### config.mk
export PLATFORM = sky130hd
export DESIGN_NAME = ledi2c_slave
export DESIGN_NICKNAME = d
export VERILOG_FILES = /design/src/hdl/ledi2c_pkg.sv /design/src/hdl/ledi2c_slave.sv /design/src/hdl/ledi2c_regbank.sv
export VERILOG_INCLUDE_DIRS = /design/src /design/src/hdl
export SDC_FILE = /design/constraint.sdc
export NUM_CORES = 1
export LEC_CHECK = 0
export BUFFER_PORTS_ARGS = -buffer_cell sky130_fd_sc_hd__buf_2
export CAP_MARGIN = 25
export CORE_UTILIZATION = 55
export CTS_BUF_LIST = sky130_fd_sc_hd__clkbuf_16
export DETAILED_ROUTE_END_ITERATION = 8
export GPL_TIMING_DRIVEN = 0
export PLACE_DENSITY = 0.8
export SLEW_MARGIN = 10
export SYNTH_ARGS = -nofsm -noshare
export SYNTH_HDL_FRONTEND = slang
export SYNTH_SLANG_ARGS = --single-unit
export TNS_END_PERCENT = 10
### constraint.sdc
create_clock -name clk_in -period 5.3 [get_ports clk_in]
set_clock_uncertainty 0.05 [all_clocks]
set_input_delay 1.06 -clock clk_in [delete_from_list [all_inputs] [get_ports clk_in]]
set_output_delay 1.06 -clock clk_in [all_outputs]
set_load 0.01 [all_outputs]
### src/hdl/ledi2c_consts.svh
// Register offsets, field positions and fixed values of the LED I2C slave
`ifndef LEDI2C_CONSTS_SVH
`define LEDI2C_CONSTS_SVH
`define LEDI2C_SLAVE_ADDR 7'h66
`define LEDI2C_OFS_PAIR_A 8'h00
`define LEDI2C_OFS_PAIR_B 8'h01
`define LEDI2C_OFS_PAIR_C 8'h02
`define LEDI2C_OFS_ENABLE 8'h03
`define LEDI2C_REG_COUNT 4
`define LEDI2C_CODE_MSB 5
`define LEDI2C_FREQ_BIT 6
`define LEDI2C_EN_MSB 5
`define LEDI2C_ENABLE_RST 7'h00
`define LEDI2C_STEP_UA 500
`define LEDI2C_BASE_UA 500
`endif

### src/hdl/ledi2c_pkg.sv
// Types shared by the LED I2C slave
package ledi2c_pkg;
  typedef enum logic [6:0] {
    LEDI2C_IDLE = 7'b000_0001,
    LEDI2C_ADDR = 7'b000_0010,
    LEDI2C_ACK = 7'b000_0100,
    LEDI2C_RXB = 7'b000_1000,
    LEDI2C_TXB = 7'b001_0000,
    LEDI2C_MACK = 7'b010_0000,
    LEDI2C_IGN = 7'b100_0000
  } ledi2c_state_e;
  typedef logic [5:0] ledi2c_code_t;
endpackage

### src/hdl/ledi2c_slave.sv
// I2C register slave for a six-channel LED current driver
`timescale 1ns/10ps
`default_nettype none
`include "ledi2c_consts.svh"
// What this block does
// - Registers accessed only while enable high
// - Enable low stops interface, clears channel and pump outputs
// - Slave only, never drives clock
// - Answers fixed address 1100110, R/W bit
// - Write: address, register, data, stop
// - Read: register, restart, one byte, nack
// - Acknowledge address, register and data bytes
// - Registers 0..2 hold pair current codes
// - Code maps linearly 0.5 to 32 mA
// - Register 3 bits 0..5 enable channels
// - Register 3 bit 6 selects pump frequency
// - Unused bits ignore writes, read zero
// - Current codes not reset, kept disabled
module ledi2c_slave
  import ledi2c_pkg::*;
(
  input wire logic clk_in,
  input wire logic sys_rst_in,
  input wire logic chip_en_in,
  input wire logic scl_in,
  input wire logic sda_in,
  output logic sda_oe_n_out,
  output logic [5:0] pair_a_current_code_out,
  output logic [5:0] pair_b_current_code_out,
  output logic [5:0] pair_c_current_code_out,
  output logic [15:0] pair_a_current_ua_out,
  output logic channel_a_first_on_out,
  output logic channel_a_second_on_out,
  output logic channel_b_first_on_out,
  output logic channel_b_second_on_out,
  output logic channel_c_first_on_out,
  output logic channel_c_second_on_out,
  output logic pump_frequency_select_out,
  output logic active_out
);
  ////////////////////////////////////////////////////////////////////////
  // Pin synchronisers
  logic [2:0] s1_ff;
  logic [2:0] s2_ff;
  logic scl_d_ff;
  logic sda_d_ff;
  always_ff @(posedge clk_in)
  begin
    s1_ff <= {chip_en_in, scl_in, sda_in};
    s2_ff <= s1_ff;
    scl_d_ff <= s2_ff[1];
    sda_d_ff <= s2_ff[0];
  end
  logic en_s;
  logic scl_s;
  logic sda_s;
  assign en_s = s2_ff[2];
  assign scl_s = s2_ff[1];
  assign sda_s = s2_ff[0];
  logic scl_rise;
  logic scl_fall;
  logic start_c;
  logic stop_c;
  assign scl_rise = scl_s & ~scl_d_ff;
  assign scl_fall = ~scl_s & scl_d_ff;
  assign start_c = scl_s & scl_d_ff & sda_d_ff & ~sda_s;
  assign stop_c = scl_s & scl_d_ff & ~sda_d_ff & sda_s;

  ////////////////////////////////////////////////////////////////////////
  // Protocol engine
  ledi2c_state_e st_ff, nxt_st;
  logic [7:0] sh_ff, nxt_sh;
  logic [3:0] cnt_ff, nxt_cnt;
  logic [7:0] ptr_ff, nxt_ptr;
  logic phase_ff, nxt_phase;
  logic rd_ff, nxt_rd;
  logic oe_n_ff, nxt_oe_n;
  logic [6:0] en_reg_ff, nxt_en_reg;
  logic code_we;
  logic [5:0] code_rd;
  logic [17:0] codes;

  function automatic logic [7:0] rd_val(input logic [7:0] a,
                                        input logic [5:0] c,
                                        input logic [6:0] e);
    logic [7:0] v;
    v = 8'h00;
    if (a < `LEDI2C_OFS_ENABLE)
    begin
      v = {2'b00, c};
    end
    else if (a == `LEDI2C_OFS_ENABLE)
    begin
      v = {1'b0, e};
    end
    return v;
  endfunction
  // Byte offered to the master on a read, loaded at the address ack
  logic [7:0] tx_byte;
  assign tx_byte = rd_val(ptr_ff, code_rd, en_reg_ff);

  always_comb
  begin
    nxt_st = st_ff;
    nxt_sh = sh_ff;
    nxt_cnt = cnt_ff;
    nxt_ptr = ptr_ff;
    nxt_phase = phase_ff;
    nxt_rd = rd_ff;
    nxt_oe_n = oe_n_ff;
    nxt_en_reg = en_reg_ff;
    code_we = 1'b0;
    if (!en_s)
    begin
      // Shutdown: bus released, channels off, codes kept
      nxt_st = LEDI2C_IDLE;
      nxt_oe_n = 1'b1;
      nxt_en_reg = `LEDI2C_ENABLE_RST;
    end
    else if (start_c)
    begin
      nxt_st = LEDI2C_ADDR;
      nxt_cnt = 4'h0;
      nxt_oe_n = 1'b1;
    end
    else if (stop_c)
    begin
      nxt_st = LEDI2C_IDLE;
      nxt_oe_n = 1'b1;
    end
    else
    begin
      unique case (st_ff)
        LEDI2C_IDLE, LEDI2C_IGN:
        begin
          nxt_oe_n = 1'b1;
        end
        LEDI2C_ADDR:
        begin
          if (scl_rise)
          begin
            nxt_sh = {sh_ff[6:0], sda_s};
            nxt_cnt = cnt_ff + 4'h1;
          end
          else if (scl_fall && cnt_ff == 4'h8)
          begin
            if (sh_ff[7:1] == `LEDI2C_SLAVE_ADDR)
            begin
              nxt_rd = sh_ff[0];
              nxt_phase = 1'b0;
              nxt_oe_n = 1'b0;
              nxt_st = LEDI2C_ACK;
            end
            else
            begin
              nxt_st = LEDI2C_IGN;
            end
          end
        end
        LEDI2C_ACK:
        begin
          if (scl_fall)
          begin
            nxt_cnt = 4'h0;
            if (rd_ff)
            begin
              nxt_sh = tx_byte;
              nxt_oe_n = tx_byte[7];
              nxt_st = LEDI2C_TXB;
            end
            else
            begin
              nxt_oe_n = 1'b1;
              nxt_st = LEDI2C_RXB;
            end
          end
        end
        LEDI2C_RXB:
        begin
          if (scl_rise)
          begin
            nxt_sh = {sh_ff[6:0], sda_s};
            nxt_cnt = cnt_ff + 4'h1;
          end
          else if (scl_fall && cnt_ff == 4'h8)
          begin
            nxt_oe_n = 1'b0;
            nxt_st = LEDI2C_ACK;
            if (!phase_ff)
            begin
              nxt_ptr = sh_ff;
              nxt_phase = 1'b1;
            end
            else if (ptr_ff == `LEDI2C_OFS_ENABLE)
            begin
              nxt_en_reg = sh_ff[6:0];
            end
            else
            begin
              code_we = (ptr_ff < `LEDI2C_OFS_ENABLE);
            end
          end
        end
        LEDI2C_TXB:
        begin
          if (scl_rise)
          begin
            nxt_cnt = cnt_ff + 4'h1;
          end
          else if (scl_fall)
          begin
            if (cnt_ff == 4'h8)
            begin
              nxt_oe_n = 1'b1;
              nxt_st = LEDI2C_MACK;
            end
            else
            begin
              nxt_sh = {sh_ff[6:0], 1'b0};
              nxt_oe_n = sh_ff[6];
            end
          end
        end
        LEDI2C_MACK:
        begin
          // Single byte per read; master nack then stop ends it
          if (scl_rise)
          begin
            nxt_st = LEDI2C_IGN;
          end
        end
      endcase
    end
  end

  always_ff @(posedge clk_in)
  begin
    if (sys_rst_in)
    begin
      st_ff <= LEDI2C_IDLE;
      sh_ff <= 8'h00;
      cnt_ff <= 4'h0;
      ptr_ff <= 8'h00;
      phase_ff <= 1'b0;
      rd_ff <= 1'b0;
      oe_n_ff <= 1'b1;
      en_reg_ff <= `LEDI2C_ENABLE_RST;
    end
    else
    begin
      st_ff <= nxt_st;
      sh_ff <= nxt_sh;
      cnt_ff <= nxt_cnt;
      ptr_ff <= nxt_ptr;
      phase_ff <= nxt_phase;
      rd_ff <= nxt_rd;
      oe_n_ff <= nxt_oe_n;
      en_reg_ff <= nxt_en_reg;
    end
  end

  ledi2c_regbank #(.DEPTH(3)) ledi2c_regbank_inst (
    .clk_in(clk_in),
    .wr_en_in(code_we),
    .wr_idx_in(ptr_ff[1:0]),
    .wr_data_in(sh_ff[5:0]),
    .rd_idx_in(ptr_ff[1:0]),
    .rd_data_out(code_rd),
    .all_out(codes)
  );

  ////////////////////////////////////////////////////////////////////////
  // Outputs to the analog side
  logic [15:0] ua_ff;
  logic act_ff;
  // Checker helper: pair A code has been written since reset
  logic code_a_known_ff;
  always_ff @(posedge clk_in)
  begin
    if (sys_rst_in)
    begin
      ua_ff <= 16'h0000;
      act_ff <= 1'b0;
      code_a_known_ff <= 1'b0;
    end
    else
    begin
      ua_ff <= 16'(`LEDI2C_BASE_UA + `LEDI2C_STEP_UA * codes[5:0]);
      act_ff <= en_s;
      if (code_we && ptr_ff == `LEDI2C_OFS_PAIR_A)
      begin
        code_a_known_ff <= 1'b1;
      end
    end
  end
  assign sda_oe_n_out = oe_n_ff;
  assign pair_a_current_code_out = codes[5:0];
  assign pair_b_current_code_out = codes[11:6];
  assign pair_c_current_code_out = codes[17:12];
  assign pair_a_current_ua_out = ua_ff;
  assign channel_a_first_on_out = en_reg_ff[0];
  assign channel_a_second_on_out = en_reg_ff[1];
  assign channel_b_first_on_out = en_reg_ff[2];
  assign channel_b_second_on_out = en_reg_ff[3];
  assign channel_c_first_on_out = en_reg_ff[4];
  assign channel_c_second_on_out = en_reg_ff[5];
  assign pump_frequency_select_out = en_reg_ff[`LEDI2C_FREQ_BIT];
  assign active_out = act_ff;

  ////////////////////////////////////////////////////////////////////////
  // Assertions
  property p_en_off;
    @(posedge clk_in) disable iff (sys_rst_in)
      !en_s |=> (en_reg_ff == 7'h00) && oe_n_ff && st_ff == LEDI2C_IDLE;
  endproperty
  a_en_off: assert property (p_en_off)
    else $error("enable low not off");
  property p_idle_release;
    @(posedge clk_in) disable iff (sys_rst_in)
      st_ff == LEDI2C_IDLE |-> oe_n_ff;
  endproperty
  a_idle_release: assert property (p_idle_release)
    else $error("sda driven idle");
  property p_addr_ack;
    @(posedge clk_in) disable iff (sys_rst_in)
      st_ff == LEDI2C_ADDR && nxt_st == LEDI2C_ACK |->
        sh_ff[7:1] == 7'h66 && cnt_ff == 4'h8;
  endproperty
  a_addr_ack: assert property (p_addr_ack)
    else $error("acked wrong address");
  property p_ack_low;
    @(posedge clk_in) disable iff (sys_rst_in)
      st_ff == LEDI2C_ACK && $past(st_ff) != LEDI2C_ACK |-> !oe_n_ff;
  endproperty
  a_ack_low: assert property (p_ack_low)
    else $error("ack not driven");
  property p_en_write;
    @(posedge clk_in) disable iff (sys_rst_in)
      en_s && st_ff == LEDI2C_RXB && phase_ff && ptr_ff == 8'h03 &&
      scl_fall && cnt_ff == 4'h8 && !start_c && !stop_c
      |=> en_reg_ff == $past(sh_ff[6:0]);
  endproperty
  a_en_write: assert property (p_en_write)
    else $error("enable write lost");
  // Unused bits and unmapped addresses leave the shifter as zero
  property p_rd_zero;
    @(posedge clk_in) disable iff (sys_rst_in)
      st_ff == LEDI2C_ACK && nxt_st == LEDI2C_TXB |=> !sh_ff[7] &&
        ($past(ptr_ff) == 8'h03 || !sh_ff[6]) &&
        ($past(ptr_ff) <= 8'h03 || sh_ff == 8'h00);
  endproperty
  a_rd_zero: assert property (p_rd_zero)
    else $error("read value wrong");
  // Gated: codes are unknown until software writes them
  property p_ua;
    @(posedge clk_in) disable iff (sys_rst_in)
      code_a_known_ff |=> ua_ff == 16'(500 + 500 * $past(codes[5:0]));
  endproperty
  a_ua: assert property (p_ua)
    else $error("current map wrong");
  property p_freq;
    @(posedge clk_in) disable iff (sys_rst_in)
      st_ff == LEDI2C_RXB && phase_ff && ptr_ff == 8'h03 &&
      nxt_st == LEDI2C_ACK
      |=> pump_frequency_select_out == $past(sh_ff[6]);
  endproperty
  a_freq: assert property (p_freq)
    else $error("pump select not stored");
  property p_tx_release;
    @(posedge clk_in) disable iff (sys_rst_in)
      st_ff == LEDI2C_MACK |-> oe_n_ff;
  endproperty
  a_tx_release: assert property (p_tx_release)
    else $error("nack driven");
  c_write: cover property (@(posedge clk_in) code_we);
  c_read: cover property (@(posedge clk_in) st_ff == LEDI2C_TXB);
  c_en_reg: cover property (@(posedge clk_in) en_reg_ff[6]);
endmodule
`default_nettype wire

### src/hdl/ledi2c_regbank.sv
// Small register bank holding the three current codes
`timescale 1ns/10ps
`default_nettype none
module ledi2c_regbank
  import ledi2c_pkg::*;
#(
  parameter int DEPTH = 3
)
(
  input wire logic clk_in,
  input wire logic wr_en_in,
  input wire logic [1:0] wr_idx_in,
  input wire logic [5:0] wr_data_in,
  input wire logic [1:0] rd_idx_in,
  output logic [5:0] rd_data_out,
  output logic [6*DEPTH-1:0] all_out
);
  // No reset: codes are undefined at power-up and survive enable low
  logic [5:0] mem_ff [DEPTH];
  logic [5:0] rd_ff;
  always_ff @(posedge clk_in)
  begin
    if (wr_en_in && (int'(wr_idx_in) < DEPTH))
    begin
      mem_ff[wr_idx_in] <= wr_data_in;
    end
    rd_ff <= (int'(rd_idx_in) < DEPTH) ? mem_ff[rd_idx_in] : 6'h00;
  end
  assign rd_data_out = rd_ff;
  genvar g;
  generate
    for (g = 0; g < DEPTH; g++)
    begin : g_out
      assign all_out[6*g +: 6] = mem_ff[g];
    end
  endgenerate
endmodule
`default_nettype wire

==> impl_metrics.ini <==
[cts]
max-clock-path-buffers = 2
cts_buffers = 9
clk_latency_ps = 340
clk_pin_slew_ps = 60
root_buffer = clkbuf_16
hold_buffers = 0
cts_resized = 0
cts_tree = yes
clkSinkCount = 84
h-tree-depth = 3
cts_setup_buffers = 0

[synthesis]
yosys_warnings = 0
synth_edf_count = 18
ys_types = 74
netlist_area_um2 = 4800
synth_top_area_frac = 0.275
yosys_most_used_dff = dfxtp_1
synth.most_common_cell = dfxtp_1
synthCells = 492
synthTopCellsByArea = dfxtp_1 28%, edfxtp_1 11%, mux2i_1 6.9%
synth_common_cells = 66 x dfxtp_1, 59 x nor2_1, 41 x inv_1, 33 x mux2i_1, 26 x ha_1
syn-mean-instance-area_um2 = 9.76
yosysSeqAreaShare = 0.388
async_reset_ff_frac = 0
yosysTopAreaCell = dfxtp_1
synth-seq-cells = 84

[sta]
fin_crit_sh = 0.825
min_period_ps = 4370
max_clock_freq_mhz = 229
worstMarginPinSlew_ps = 887
slew_headroom = 0.408
hold_viol_final = 0
report.final.slew_viol_count = 0
fin_tns_setup_ps = 0
rsz0062_at_grt = no
setup_violations = 0

[global_route]
grt_start_max_net_pins = 16
antenna_found_initial = 0
grt_pass1_vias = 3791
grt_pass1_wl_um = 17900
grt-ovfl-total = 0
grt_use_total = 0.256

[critical_path]
reg2reg_from = ledi2c_regbank_inst.mem_ff[0][0]
cp-start-kind = register
critPathLaunch = ledi2c_regbank_inst.mem_ff[0][0]
crit_fanout = 8
critPathArrivalTime_ps = 4530
critPathRequiredTime_ps = 5460
end_kind = register
r2r_cells = 12
r2r_slack_ps = 930
crit_type = register to register
reg2reg_to = pair_a_current_ua_out[12]

[power]
power.density_nw_per_um2 = 234
p_leak_uw = 0.00223
ir_drop_v = 0.000151

[drt]
via_per_inst = 5.90
wire_per_inst_um = 16.3
drc_errors = 0
num_vias = 3884
drtIter0Drc = 155
drtPass1Iterations = 5
wl_um = 10700
drtAntennaViolNets = 0

[floorplanning]
ioPinCount = 48
dieArea_um2 = 9110
fp.dieH_um = 95.5
initial_core_util = 0.576
fp-row-count = 33
core_um2 = 8340
die_w_um = 95.5

[run_status]
status = finished clean

[min_path]
min_to = s2_ff[1]
hold_start = s1_ff[1]
hold_depth = 0
hold_class = register to register

[final_layout]
utilization = 0.651
fill_cells = 697
synthToLayoutAreaGrowth_pct = 13.1
final_nets = 592
drive_gt1_frac = 0.183
antennaDiodeCount = 0

[placed_design]
hpwl_um = 7950
gp_congestion = 0.929
port_buffers = 44

[flow_run]
maxCapViolations = 0
## area by class of cell
class	instances	area (µm²)	area share
Sequential cell	84	1860	0.343
Clock buffer	9	225	0.0415
Timing Repair Buffer	44	220	0.0405
Buffer	23	128	0.0235
Tap cell	105	131	0.0242
Clock inverter	7	48.8	0.00898
Multi-Input combinational cell	344	2660	0.490
Inverter	42	158	0.0290
## through the flow
step	power (µW)	area (µm²)	setup slack [ps]	instances	hold WS [ps]
floorplan	697	4810	1270	493	260
global placement	707	5160	1010	642	260
detailed placement	708	5160	935	642	265
CTS	1280	5430	931	658	280
global route	1310	5430	675	658	283
finish	1270	5430	930	658	278
## flip-flops by register name, indices dropped and copies added, names as in the netlist, 4 cells and up
register,count
ptr_ff,8
sh_ff,8
en_reg_ff,7
ledi2c_regbank_inst.mem_ff,18
pair_a_current_ua_out,14
cnt_ff,4
ledi2c_regbank_inst.rd_data_out,6
st_ff,7
## cells in the final DEF (no fill, tap or decap), drive strengths merged, types with 18 or more instances in the layout
cell type	n
nor2	59
buf	58
clkbuf	18
ha	26
dfxtp	66
mux2i	33
nand2	23
inv	44
nor3	18
o21ai	18
edfxtp	18
## metal layers
| layer | GRT usage | part of all wire | vias up |
|---|---|---|---|
| met5 | 0 | 0 | - |
| met4 | 0.0833 | 0.010 | 0 |
| met3 | 0.0447 | 0.044 | 12 |
| met2 | 0.441 | 0.50 | 109 |
| met1 | 0.324 | 0.45 | 1893 |
| li1 | - | - | 1870 |
## how the worst max path moves through the flow
| stage | endpoint | slack [ps] | cells after the start |
|---|---|---|---|
| 2_1_floorplan | pair_a_current_ua_out[14] | 1270 | 12 |
| 3_3_place_gp | pair_a_current_ua_out[14] | 1010 | 12 |
| 3_5_place_dp | pair_a_current_ua_out[14] | 940 | 12 |
| 4_1_cts | pair_a_current_ua_out[14] | 930 | 12 |
| 5_1_grt | pair_a_current_ua_out[14] | 670 | 12 |
| 6_report | pair_a_current_ua_out[12] | 930 | 12 |
## report_power, final
part,internal (µW),total [µW],leakage (µW),switching [µW]
combinational,11.4,33.5,0.00139,22.1
sequential,657,661,0.000707,4.38
clock,318,576,0.000129,258
## cells by family (layout without fill, tap and decap cells)
| family | count (synthesis) | after routing | share of synthesized area |
|---|---|---|---|
| XOR/XNOR | 16 | 16 | 0.0307 |
| other | 1 | 2 | 0.000781 |
| multiplexers | 33 | 33 | 0.0688 |
| flip-flops | 84 | 84 | 0.388 |
| adder cells (fa/ha/maj) | 39 | 39 | 0.122 |
| buffers and inverters | 65 | 125 | 0.0594 |
| AND/OR/NAND/NOR | 171 | 171 | 0.200 |
| AO/OA/AOI/OAI | 83 | 83 | 0.131 |
## worst max-delay path: stages (launching register included)
cell and delay (ps):
edfxtp_1 560, fa_1 660, ha_1 270, fa_1 560
ha_1 190, inv_1 60, fa_1 550, or4b_2 610
nor3_1 220, nor3_1 110, nand4bb_1 170, xor2_1 180
nor2_1 50
(Power assumes the default switching activity.)
